$ cat src/include/dual_dac_pkg.sv
package dual_dac_pkg;

    // ------------------------------------------------------------
    // bus addressing
    // ------------------------------------------------------------
    localparam logic [5:0] ADDR_UPPER = 6'b00_0110; // fixed upper six address bits
    localparam int unsigned BYTE_BITS = 8; // data bits per bus byte
    localparam logic [3:0] LAST_BIT_CNT = 4'h8; // count after the eighth rising edge

    // ------------------------------------------------------------
    // pointer byte fields
    // ------------------------------------------------------------
    localparam int unsigned PTR_CH_A = 0; // channel a select position
    localparam int unsigned PTR_CH_B = 1; // channel b select position
    localparam int unsigned NUM_CH = 2; // channels in the device

    // ------------------------------------------------------------
    // data word layout
    // ------------------------------------------------------------
    localparam int unsigned WORD_BITS = 16; // width of the data word
    localparam int unsigned POWER_MODE_HI = 15; // upper power mode bit
    localparam int unsigned POWER_MODE_LO = 14; // lower power mode bit
    localparam int unsigned CLEAR_ALL_N = 13; // clear all, active low
    localparam int unsigned SIMULTANEOUS_LOAD_N = 12; // simultaneous load, active low
    localparam int unsigned CODE_MSB = 11; // top bit of the left-justified code
    localparam int unsigned CODE_FIELD = 12; // room for the converter code
    localparam logic [15:0] READBACK_DEFAULT = 16'h2000; // power-on readback word

    // ------------------------------------------------------------
    // power modes
    // ------------------------------------------------------------
    localparam logic [1:0] PM_NORMAL = 2'h0; // amplifier drives the output
    localparam logic [1:0] PM_1K = 2'h1; // 1 kohm to ground
    localparam logic [1:0] PM_100K = 2'h2; // 100 kohm to ground
    localparam logic [1:0] PM_OPEN = 2'h3; // output three-stated

    // ------------------------------------------------------------
    // timing
    // ------------------------------------------------------------
    localparam int unsigned CLK_PERIOD_PS = 20000; // 50 MHz system clock
    localparam int unsigned EXIT_TIME_PS = 2500; // power-down exit, in ns
    localparam int unsigned EXIT_CYCLES = (EXIT_TIME_PS * 1000) / CLK_PERIOD_PS; // rounds down
    localparam int unsigned EXIT_CNT_W = 8; // width of the wake counter

    // ------------------------------------------------------------
    // bus engine states
    // ------------------------------------------------------------
    typedef enum logic [7:0] {
        ST_IDLE = 8'h01,
        ST_ADDR = 8'h02,
        ST_ACK = 8'h04,
        ST_PTR = 8'h08,
        ST_WR = 8'h10,
        ST_RD = 8'h20,
        ST_RD_ACK = 8'h40,
        ST_IGNORE = 8'h80
    } bus_state_t;

endpackage : dual_dac_pkg

$ cat src/hw/dual_dac_serial_control.sv
`timescale 1ns/1ps
`default_nettype none

module dual_dac_serial_control
    import dual_dac_pkg::*;
#(
    parameter int unsigned DATA_BITS = 12 // converter resolution
) (
    input wire logic sys_clk_in,
    input wire logic rst_n_in,
    input wire logic scl_in,
    input wire logic sda_in,
    output logic sda_out,
    output logic sda_oe_out,
    input wire logic address_select_pin_in,
    output logic [DATA_BITS-1:0] dac_a_code_out,
    output logic [DATA_BITS-1:0] dac_b_code_out,
    output logic [1:0] power_mode_a_out,
    output logic [1:0] power_mode_b_out,
    output logic amp_on_a_out,
    output logic amp_on_b_out
);

    // ------------------------------------------------------------
    // state record
    // ------------------------------------------------------------
    typedef struct packed {
        logic [1:0] scl_sync; // [0] first stage, [1] second stage
        logic [1:0] sda_sync; // same for data line
        logic [1:0] asel_sync; // same for address select pin
        logic scl_prev; // delayed clean clock
        logic sda_prev; // delayed clean data
        bus_state_t state; // bus engine state
        bus_state_t ack_next; // state after our ack slot
        logic [3:0] cnt; // bit counter within a byte
        logic [7:0] sh; // shift register, both directions
        logic [7:0] hi_byte; // first received data byte
        logic byte_idx; // which byte of the word
        logic mst_ack; // master acked a read byte
        logic sda_oe; // we pull the data line low
        logic [1:0] ptr_sel; // stored channel selects
        logic [NUM_CH-1:0][DATA_BITS-1:0] in_reg; // input registers
        logic [NUM_CH-1:0][DATA_BITS-1:0] dac_reg; // dac registers
        logic [NUM_CH-1:0] fresh; // written since last load
        logic [NUM_CH-1:0][1:0] pmode; // power mode per channel
        logic [NUM_CH-1:0][1:0] ctl; // last clear/load bits per channel
        logic [NUM_CH-1:0][EXIT_CNT_W-1:0] wake; // power-down exit timer
        logic [NUM_CH-1:0] amp_on; // analog path enabled
    } st_t;

    st_t r; // registered state
    st_t n; // next state
    // the record is registered whole; a field keeps its value
    // unless the next-state process says otherwise

    logic scl; // clean clock level
    logic sda; // clean data level
    logic rise; // clock rising edge
    logic fall; // clock falling edge
    logic start_c; // start or repeated start
    logic stop_c; // stop condition
    logic wr_go; // write sequence completed
    logic [15:0] wr_word; // completed data word
    logic [15:0] rb_word; // word for readback
    logic [7:0] rb_byte; // next byte to send
    logic [CODE_FIELD-1:0] rb_code; // left-justified code for readback
    logic [DATA_BITS-1:0] new_code; // code field of a write

    // ------------------------------------------------------------
    // readback word
    // ------------------------------------------------------------
    // selects the channel word or the default when not exactly one
    // pointer 00 or 11 gives the default word
    // a single channel returns its dac register, not its input register
    // the control bits read back are the ones last written
    always_comb begin
        rb_code = '0;
        rb_word = READBACK_DEFAULT;
        if (r.ptr_sel == 2'b01) begin
            rb_code = CODE_FIELD'(r.dac_reg[PTR_CH_A]) << (CODE_FIELD - DATA_BITS);
            rb_word = {r.pmode[PTR_CH_A], r.ctl[PTR_CH_A], rb_code};
        end else if (r.ptr_sel == 2'b10) begin
            rb_code = CODE_FIELD'(r.dac_reg[PTR_CH_B]) << (CODE_FIELD - DATA_BITS);
            rb_word = {r.pmode[PTR_CH_B], r.ctl[PTR_CH_B], rb_code};
        end
        // byte index before toggling picks high or low half
        rb_byte = (r.state == ST_RD_ACK && !r.byte_idx) ? rb_word[7:0] : rb_word[15:8];
    end

    // ------------------------------------------------------------
    // next state
    // ------------------------------------------------------------
    // bus engine, register bank and wake timers
    // the bus clock is sampled here, never used as a clock
    // edges show in the same system clock as the second stage changes
    // start and stop need the clock seen high on two samples
    // hazard: a glitch shorter than a cycle can fake a start
    always_comb begin
        n = r;
        wr_go = 1'b0;
        wr_word = '0;
        new_code = '0;
        // two-stage synchronisers, only the second stage is read
        n.scl_sync = {r.scl_sync[0], scl_in};
        n.sda_sync = {r.sda_sync[0], sda_in};
        n.asel_sync = {r.asel_sync[0], address_select_pin_in};
        scl = r.scl_sync[1];
        sda = r.sda_sync[1];
        n.scl_prev = scl;
        n.sda_prev = sda;
        rise = scl & ~r.scl_prev;
        fall = ~scl & r.scl_prev;
        start_c = scl & r.scl_prev & r.sda_prev & ~sda;
        stop_c = scl & r.scl_prev & ~r.sda_prev & sda;

        // wake timers run down to re-enable the amplifier
        // a timer only counts after a wake write
        // a new power-down write cancels a pending wake
        for (int ch = 0; ch < NUM_CH; ch++) begin
            if (r.wake[ch] != '0) begin
                n.wake[ch] = r.wake[ch] - 1'b1;
                if (r.wake[ch] == EXIT_CNT_W'(1)) begin
                    n.amp_on[ch] = 1'b1;
                end
            end
        end

        if (start_c) begin
            // start or repeated start: new address byte follows
            n.state = ST_ADDR;
            n.cnt = '0;
            n.sda_oe = 1'b0;
        end else if (stop_c) begin
            // stop drops any partial sequence
            n.state = ST_IDLE;
            n.sda_oe = 1'b0;
        end else begin
            case (r.state)
                ST_ADDR, ST_PTR, ST_WR: begin
                    // receive a byte, msb first, sampled on rise
                    // the eighth bit completes a byte; ack decided on the fall
                    if (rise && r.cnt != LAST_BIT_CNT) begin
                        n.sh = {r.sh[6:0], sda};
                        n.cnt = r.cnt + 1'b1;
                        if (r.state == ST_WR && r.byte_idx && r.cnt == 4'h7) begin
                            // completion at the eighth rising edge
                            wr_go = 1'b1;
                            wr_word = {r.hi_byte, r.sh[6:0], sda};
                        end
                    end else if (fall && r.cnt == LAST_BIT_CNT) begin
                        n.cnt = '0;
                        n.sda_oe = 1'b1;
                        n.state = ST_ACK;
                        if (r.state == ST_ADDR) begin
                            // own address check
                            if (r.sh[7:1] == {ADDR_UPPER, r.asel_sync[1]}) begin
                                // read direction keeps the stored pointer
                                n.ack_next = r.sh[0] ? ST_RD : ST_PTR;
                                n.byte_idx = 1'b0;
                            end else begin
                                n.sda_oe = 1'b0;
                                n.state = ST_IGNORE;
                            end
                        end else if (r.state == ST_PTR) begin
                            // one select bit per channel
                            n.ptr_sel = {r.sh[PTR_CH_B], r.sh[PTR_CH_A]};
                            n.ack_next = ST_WR;
                            n.byte_idx = 1'b0;
                        end else if (!r.byte_idx) begin
                            // first data byte held until the second arrives
                            n.hi_byte = r.sh;
                            n.byte_idx = 1'b1;
                            n.ack_next = ST_WR;
                        end else begin
                            // bytes beyond two are not taken
                            n.ack_next = ST_IGNORE;
                        end
                    end
                end
                ST_ACK: begin
                    // release after the ninth clock, or start sending
                    // read direction loads the first byte here
                    if (fall) begin
                        n.state = r.ack_next;
                        n.cnt = '0;
                        n.sda_oe = 1'b0;
                        if (r.ack_next == ST_RD) begin
                            n.sh = rb_word[15:8];
                            n.sda_oe = ~rb_word[15];
                        end
                    end
                end
                ST_RD: begin
                    // transmit a byte, change on fall
                    // each bit is set after the fall that ends the one before
                    if (rise) begin
                        n.cnt = r.cnt + 1'b1;
                    end else if (fall && r.cnt == LAST_BIT_CNT) begin
                        n.sda_oe = 1'b0;
                        n.cnt = '0;
                        n.state = ST_RD_ACK;
                    end else if (fall && r.cnt != '0) begin
                        n.sh = {r.sh[6:0], 1'b0};
                        n.sda_oe = ~r.sh[6];
                    end
                end
                ST_RD_ACK: begin
                    // master ack keeps the word cycling
                    // no ack means the master is done reading
                    if (rise) begin
                        n.mst_ack = ~sda;
                        n.cnt = 4'h1;
                    end else if (fall && r.cnt == 4'h1) begin
                        n.cnt = '0;
                        if (r.mst_ack) begin
                            n.byte_idx = ~r.byte_idx;
                            n.sh = rb_byte;
                            n.sda_oe = ~rb_byte[7];
                            n.state = ST_RD;
                        end else begin
                            n.state = ST_IGNORE;
                        end
                    end
                end
                ST_IDLE, ST_IGNORE: begin
                    // wait for a start condition
                    // foreign frames also end up here
                    n.sda_oe = 1'b0;
                end
                default: begin
                    n.state = ST_IDLE;
                    n.sda_oe = 1'b0;
                end
            endcase
        end

        // ------------------------------------------------------------
        // register bank update on a complete write
        // ------------------------------------------------------------
        // clear wins over load, so a clear never leaves stale codes
        // load low also moves the channel written by this same word
        // channels not selected keep their input register unless clear all is low
        if (wr_go) begin
            new_code = wr_word[CODE_MSB -: DATA_BITS];
            for (int ch = 0; ch < NUM_CH; ch++) begin
                if (r.ptr_sel[ch]) begin
                    n.in_reg[ch] = new_code;
                    n.fresh[ch] = 1'b1;
                    n.ctl[ch] = wr_word[CLEAR_ALL_N:SIMULTANEOUS_LOAD_N];
                    n.pmode[ch] = wr_word[POWER_MODE_HI:POWER_MODE_LO];
                    if (wr_word[POWER_MODE_HI:POWER_MODE_LO] != PM_NORMAL) begin
                        // output leaves the amplifier, dac register kept
                        n.amp_on[ch] = 1'b0;
                        n.wake[ch] = '0;
                    end else if (r.pmode[ch] != PM_NORMAL) begin
                        // 1k, 100k and open modes wake through the timer
                        n.wake[ch] = EXIT_CNT_W'(EXIT_CYCLES);
                    end
                end
            end
            if (!wr_word[SIMULTANEOUS_LOAD_N]) begin
                // simultaneous load of freshly written channels
                for (int ch = 0; ch < NUM_CH; ch++) begin
                    if (n.fresh[ch]) begin
                        n.dac_reg[ch] = n.in_reg[ch];
                        n.fresh[ch] = 1'b0;
                    end
                end
            end // load bit high leaves dac registers alone unless clear all is low
            if (!wr_word[CLEAR_ALL_N]) begin
                // clear all wins over the written code
                n.in_reg = '0;
                n.dac_reg = '0;
                n.fresh = '0;
            end
        end

        // synchronous reset, idle bus lines read high
        // reset is last, so it wins over everything above
        // lines preset high so release does not look like a start
        // amplifiers come up enabled in normal mode
        if (!rst_n_in) begin
            n = '0;
            n.state = ST_IDLE;
            n.ack_next = ST_IDLE;
            n.scl_sync = 2'h3;
            n.sda_sync = 2'h3;
            n.scl_prev = 1'b1;
            n.sda_prev = 1'b1;
            n.amp_on = '1;
        end
    end

    // ------------------------------------------------------------
    // state register
    // ------------------------------------------------------------
    // single register for the whole record
    always_ff @(posedge sys_clk_in) begin
        r <= n;
    end

    // ------------------------------------------------------------
    // outputs
    // ------------------------------------------------------------
    // every output except sda_out is a field of the state record
    // the data pin is open drain: only the enable moves
    assign sda_out = 1'b0; // open drain, only pulls low
    assign sda_oe_out = r.sda_oe;
    assign dac_a_code_out = r.dac_reg[PTR_CH_A];
    assign dac_b_code_out = r.dac_reg[PTR_CH_B];
    assign power_mode_a_out = r.pmode[PTR_CH_A];
    assign power_mode_b_out = r.pmode[PTR_CH_B];
    assign amp_on_a_out = r.amp_on[PTR_CH_A];
    assign amp_on_b_out = r.amp_on[PTR_CH_B];

endmodule : dual_dac_serial_control

`default_nettype wire

$ cat config.mk
export PLATFORM = sky130hd
export DESIGN_NAME = dual_dac_serial_control
export DESIGN_NICKNAME = d
export VERILOG_FILES = /design/src/include/dual_dac_pkg.sv /design/src/hw/dual_dac_serial_control.sv
export SDC_FILE = /design/constraint.sdc
export NUM_CORES = 1
export LEC_CHECK = 0
export BUFFER_PORTS_ARGS = -buffer_cell sky130_fd_sc_hd__buf_2
export CAP_MARGIN = 20
export CORE_UTILIZATION = 61
export DETAILED_ROUTE_END_ITERATION = 16
export GPL_TIMING_DRIVEN = 1
export PLACE_DENSITY = 0.8
export SLEW_MARGIN = 30
export SYNTH_ARGS = -nofsm -noshare
export SYNTH_HDL_FRONTEND = slang
export SYNTH_SLANG_ARGS = --single-unit
$ cat constraint.sdc
create_clock -name sys_clk_in -period 3.89 [get_ports sys_clk_in]
set_clock_uncertainty 0.15 [all_clocks]
set_input_delay 0.389 -clock sys_clk_in [delete_from_list [all_inputs] [get_ports sys_clk_in]]
set_output_delay 0.389 -clock sys_clk_in [all_outputs]
set_load 0.01 [all_outputs]
==> Word-level counts from Yosys, hierarchy flattened <==
Index checks and enable logic that the tools add are counted.
{ "word_totals": {"ff_bits": 125, "output_inout_bits": 32, "wordCells": 230} }
{ "classes": {"addsub": 3, "eq_ne": 47, "muxes": 97, "n_bitwise": 22, "n_reduce_logical": 34} }
{ "ops": {"columns": ["cell", "n"], "rows": [
  ["$mux W8", 28],
  ["$mux W16", 8],
  ["$mux W12", 6],
  ["$mux W50", 1],
  ["$pmux W12 S4", 1],
  ["$pmux W8 S5", 1],
  ["$mux W1", 35],
  ["$reduce_and A8 Y1", 4],
  ["$ne A4 B4 Y1 const B", 7],
  ["$mux W26", 1],
  ["$eq A8 B1 Y1 const B", 3],
  ["$ne A2 B2 Y1 const B", 12],
  ["$mux W20", 1],
  ["$mux W18", 1],
  ["$eq A8 B6 Y1 const B", 2],
  ["$mux W4", 4],
  ["$reduce_bool A8 Y1", 2],
  ["$sub A8 B1 Y8 const B", 2],
  ["$ne A3 B3 Y1 const B", 5],
  ["$not A1 Y1", 15],
  ["$reduce_and A12 Y1", 1],
  ["$reduce_and A6 Y1", 2],
  ["$mux W9", 1],
  ["$reduce_and A9 Y1", 1],
  ["32 further kinds", 59]
]} }

==> Depth between registers and ports, before layout <==
{ "logic_depth": {"depth_word": 12, "mapped_depth": 10, "depth_no_buf": 8} }

==> Worst setup path before layout <==
Ideal clock, no wire load.
{ "synth_timing": {"path_type": "flip-flop to flip-flop", "from": "register r[116] (netlist name)", "to": "register r[81] (netlist name)", "setup_ps": 128, "arrival_ps": 2538, "t_required_ps": 3612, "path_slack_ps": 1074, "stages_incl_launch_ff": 9, "path_buffers": 2, "synth_period_minus_slack_ps": 2816, "cell_sequence": "dfxtp_1 > or4_1 > buf_2 > or4_4 > buf_6 > and2_4 > nor4_4 > mux2i_1 > nor2_1"} }
{ "synth_between": {"elab_chain_cells": 3, "word_cells_on_any_way": 7} }
{ "synth_rtl": {"columns": ["element", "line", "text"], "rows": [
  ["start: declaration", "dual_dac_serial_control.sv:51", "st_t r;"],
  ["start signal: assignment", "dual_dac_serial_control.sv:299", "r <= n;"],
  ["$eq A8 B5 Y1, or another cell as far along", "dual_dac_serial_control.sv:138", "case (r.state)"],
  ["$reduce_or A3 Y1 or $not A1 Y1 (tied branches)", null, null],
  ["$reduce_and A8 Y1 (no source line) (*)", null, null]
]} }
Every way passes the cells marked *; elsewhere a longest branch is shown, timed or not.
A chain may end at the register's enable or synchronous reset.

==> Worst setup path after layout <==
{ "layout_timing": {"from": "register r[110] (netlist name)", "to": "register r[98] (netlist name)"} }
{ "layout_between": {"elab_chain_cells": 4, "word_cells_on_any_way": 14} }
{ "layout_rtl": {"columns": ["element", "line"], "rows": [
  ["$eq A8 B5 Y1, or another cell as far along", "dual_dac_serial_control.sv:138"],
  ["$reduce_or A3 Y1", "dual_dac_serial_control.sv:138"],
  ["$ne A3 B3 Y1 (no source line) or $reduce_bool A4 Y1 (tied branches)", null],
  ["$reduce_and A6 Y1 (no source line)", null]
]} }
Several ways; a longest one is shown, not always the timed one.

==> results by stage <==
Outcome:
- The run finished with clean final reports.

STA:
- After routing, the total negative slack on setup checks comes to 0 ns.
- The total count of max-transition violations in the final report came to 0.
- Setup repair after global routing left no endpoint under its margin.
- The transition time of the tightest slew-check pin is 0.8498 ns.
- The total count of hold-check failures in the final report is 0.
- The final clock period utilization by the worst path is 80.77%.
- The worst pin sits at a relative slew slack of 42.83%.
- The time the final worst path needs with I/O delays and setup is 3.142 ns.
- Static timing analysis puts the maximum clock frequency at 318.3 MHz.
- Setup violations remaining at the end of the flow were counted as 0.

Floorplan:
- The floorplan step defined a core boundary enclosing 9774 um^2.
- The die span in y is 102.3 um.
- The initial cell density of the core is 62.74%.
- The number of placement rows is 36.
- The die is 102.3 um wide.
- The total die area is 10,460 um^2.
- For this design the top-level I/O count stands at 37.

Synth:
- The register bit count reported by yosys is 122.
- The library cell with the largest summed area after synthesis is dfxtp_1.
- The synthesized netlist occupies a cell area of 6132 um^2.
- The number of flops mapped to enable cells by yosys is 0.
- Counting every net in the synthesized netlist gives 750.
- In this run the mean area of a mapped cell was 8.320 um^2.
- The share of synthesized flip-flops with an asynchronous set or reset is 0%.
- The top cell type's share of synthesized area is 39.83%.
- The synthesized instance count is 737.
- Yosys attributes the largest share of cell area to dfxtp_1 (40%), nor2_1 (5.4%), mux2_2 (5.3%).
- Of the synthesized area, sequential elements account for 39.83%.
- During synthesis, Yosys emitted a total of 0 warnings.
- The number of different library cells used by synthesis comes to 62.
- The dominant synthesized flop cell is dfxtp_1.

Global routing:
- In the global route stage, met1 resource usage came out at 39.07%.
- Global routing used 8.208% of the available met3 tracks.
- The final global-route overflow total is 0.
- The total global routing track utilization is 32.80%.
- The number of global-route vias before repair was 5,242.
- Entering global routing, the biggest net connects 44 pins.
- The layer flagged by global routing as most heavily used is met2.
- The first global-routing pass estimated 25.97 mm of wire.
- The global routing usage on met2 is 53.28%.
- The number of antenna violations at the first check in global routing is 0.

Power:
- VDD sags by at most 0.3946 mV.
- Of the total power, the share spent switching nets is 21.68%.
- The ratio of total power to cell area is 440.1 nW/um^2.
- The overall power of the completed layout is 3.015 mW.
- The share of total power in the clock network is 55.6%.
- The fraction of power consumed by combinational cells is 2.5%.
- The switching power of the nets is 0.6536 mW.
- The sequential share of power is 41.9%.
- Internal power comes to 2.362 mW.
- The leakage power is 2.625 nW.

Finish:
- The final-stage net count is 748.
- The fraction of layout cells with a size suffix above 1 is 16.84%.
- The library cell used most frequently in the layout, excluding fill and tap cells, is dfxtp_1.
- The count of antenna diodes in the layout is 0.
- In the layout the commonest cells are dfxtp_1 (121), nor2_1 (89), nand2_1 (67).
- The area growth from synthesis to layout is 11.73%.

CTS:
- No sink is reached through more buffers than the 2 on the longest clock path.
- The clock latency on the worst-skew pair is 0.53 ns.
- The post-CTS setup buffer count is 0.
- The H-tree generated during clock tree synthesis spans 4 levels.
- The CTS buffer count is 17.
- Clock-pin slew was measured on the worst setup and hold paths at 0.06 ns.
- The CTS tree is done.
- The clock tree root driver cell is clkbuf_8.
- The number of sinks on the clock net is 122.

Detailed routing:
- The number of remaining DRC errors is 0.
- The routed layout has 5,565 vias.
- The post-detailed-route count of antenna-violating nets is 0.
- The aggregate routed wire length is 16.46 mm.
- The final routed wire length divided by cell count is 18.68 um.
- The starting DRC count in detailed routing is 472.
- The ratio of routed vias to standard cells is 6.317.
- The first detailed-routing pass ran for 5 iterations.

Place:
- At the end of routability-driven placement, the weighted congestion stood at 1.003.
- The number of I/O port buffers is 35.
- Detailed placement ended at an HPWL of 11.02 mm.

Setup path:
- The kind of end point of the critical path is a register.
- Along the worst path, the maximum fanout reaches 13.
- Data arrives at the worst endpoint at 3.45 ns.
- The required time reported for the critical path endpoint is 4.20 ns.
- The worst setup path is launched from a register.
- By startpoint and endpoint, the worst setup path is classified as reg2reg.

Min path:
- The worst hold-check path type is in2reg.

Job:
- Max-cap violations in this run came to 0.
## worst paths after layout
path             from           end  slack [ns]  depth (start not counted)
max            r[110]         r[98]        0.75                          7
max reg2reg    r[110]         r[98]        0.75                          7
min          rst_n_in  amp_on_b_out        0.22                          2
min reg2reg    r[121]        r[122]        0.27                          1
## state kept, by name, indices dropped and copies added, names as in the netlist
signal / flops
dac_b_code_out: 12
amp_on_b_out: 1
sda_oe_out: 1
dac_a_code_out: 12
r: 91
power_mode_b_out: 2
power_mode_a_out: 2
amp_on_a_out: 1
## critical path, stage by stage (launching register included)
cell and delay [ns]:
dfxtp_1 0.44, or4b_2 0.73, or2_1 0.42, o311ai_1 0.15, buf_4 0.26, o21ai_1 0.21
or4_1 0.56, a21oi_1 0.15
## layer usage
| layer | wire length (um) | part of all wire [%] |
|---|---|---|
| met1 | 6744 | 41 |
| met2 | 7879 | 48 |
| met3 | 981 | 6.0 |
| met4 | 853 | 5.2 |
| met5 | 0 | 0 |
## logic make-up after synthesis
| kind of cell | Yosys count | share of synthesized area (%) |
|---|---|---|
| simple gates | 288 | 23.02 |
| compound gates | 166 | 17.30 |
| flops | 122 | 39.83 |
| buf+inv | 87 | 7.284 |
| mux | 49 | 8.590 |
| xor+xnor | 16 | 2.285 |
| fa+ha+maj | 8 | 1.632 |
| other cells | 1 | 0.06115 |
## layout make-up
class / count / area (um^2)
clock inverter: 12 / 185.2
clock buffer: 20 / 445.4
tap: 133 / 166.4
timing repair buffer: 50 / 295.3
fill: 771 / 2923
multi-input combinational: 528 / 3256
inverter: 16 / 60.06
sequential: 122 / 2444
## cells in the mapped netlist (4+ instances only)
cell type and instances:
dfxtp_1 122, o21ai_0 13, nor4b_1 4, nor4_1 9
mux2_2 29, a221oi_1 4, o31ai_1 5, o211ai_1 6
a211oi_1 6, nand3_1 44, mux2i_1 20, a31oi_1 5
nand2b_1 19, xor2_1 8, nor2b_1 10, ha_1 8
buf_4 29, nor2_1 89, nand2_1 67, or4_1 6
a31o_2 5, a22oi_1 36, a21oi_1 65, xnor2_1 8
clkbuf_1 38, inv_1 16, nor3_1 14
## through the flow
stage / hold slack, ns / std cells / util [%] / area, um^2 / setup slack (ns)
finish: 0.2185 / 881 / 70.10 / 6852 / 0.7480
global route: 0.2220 / 881 / 70.10 / 6852 / 0.5770
detailed placement: 0.2451 / 846 / 63.33 / 6190 / 0.8188
CTS: 0.2001 / 881 / 70.08 / 6850 / 0.7754
global placement: 0.2484 / 846 / 63.33 / 6190 / 0.8708
floorplan: 0.2363 / 737 / - / 6132 / 1.074
## power by group through the flow
| stage | Combinational, mW | Clock [mW] | Sequential (mW) |
|---|---|---|---|
| after floorplan | 0.0568 | 0 | 1.29 |
| after global placement | 0.0704 | 0 | 1.29 |
| after detailed placement | 0.0713 | 0 | 1.29 |
| after CTS | 0.0744 | 1.68 | 1.26 |
| after global routing | 0.0833 | 1.74 | 1.26 |
| final | 0.0757 | 1.68 | 1.26 |
## what timing repair did
item | CTS | global route
gates resized for setup | 0 | 0
endpoints found under the hold margin | 3 | 0
hold buffers | 3 | 0
(Power assumes the default switching activity.)
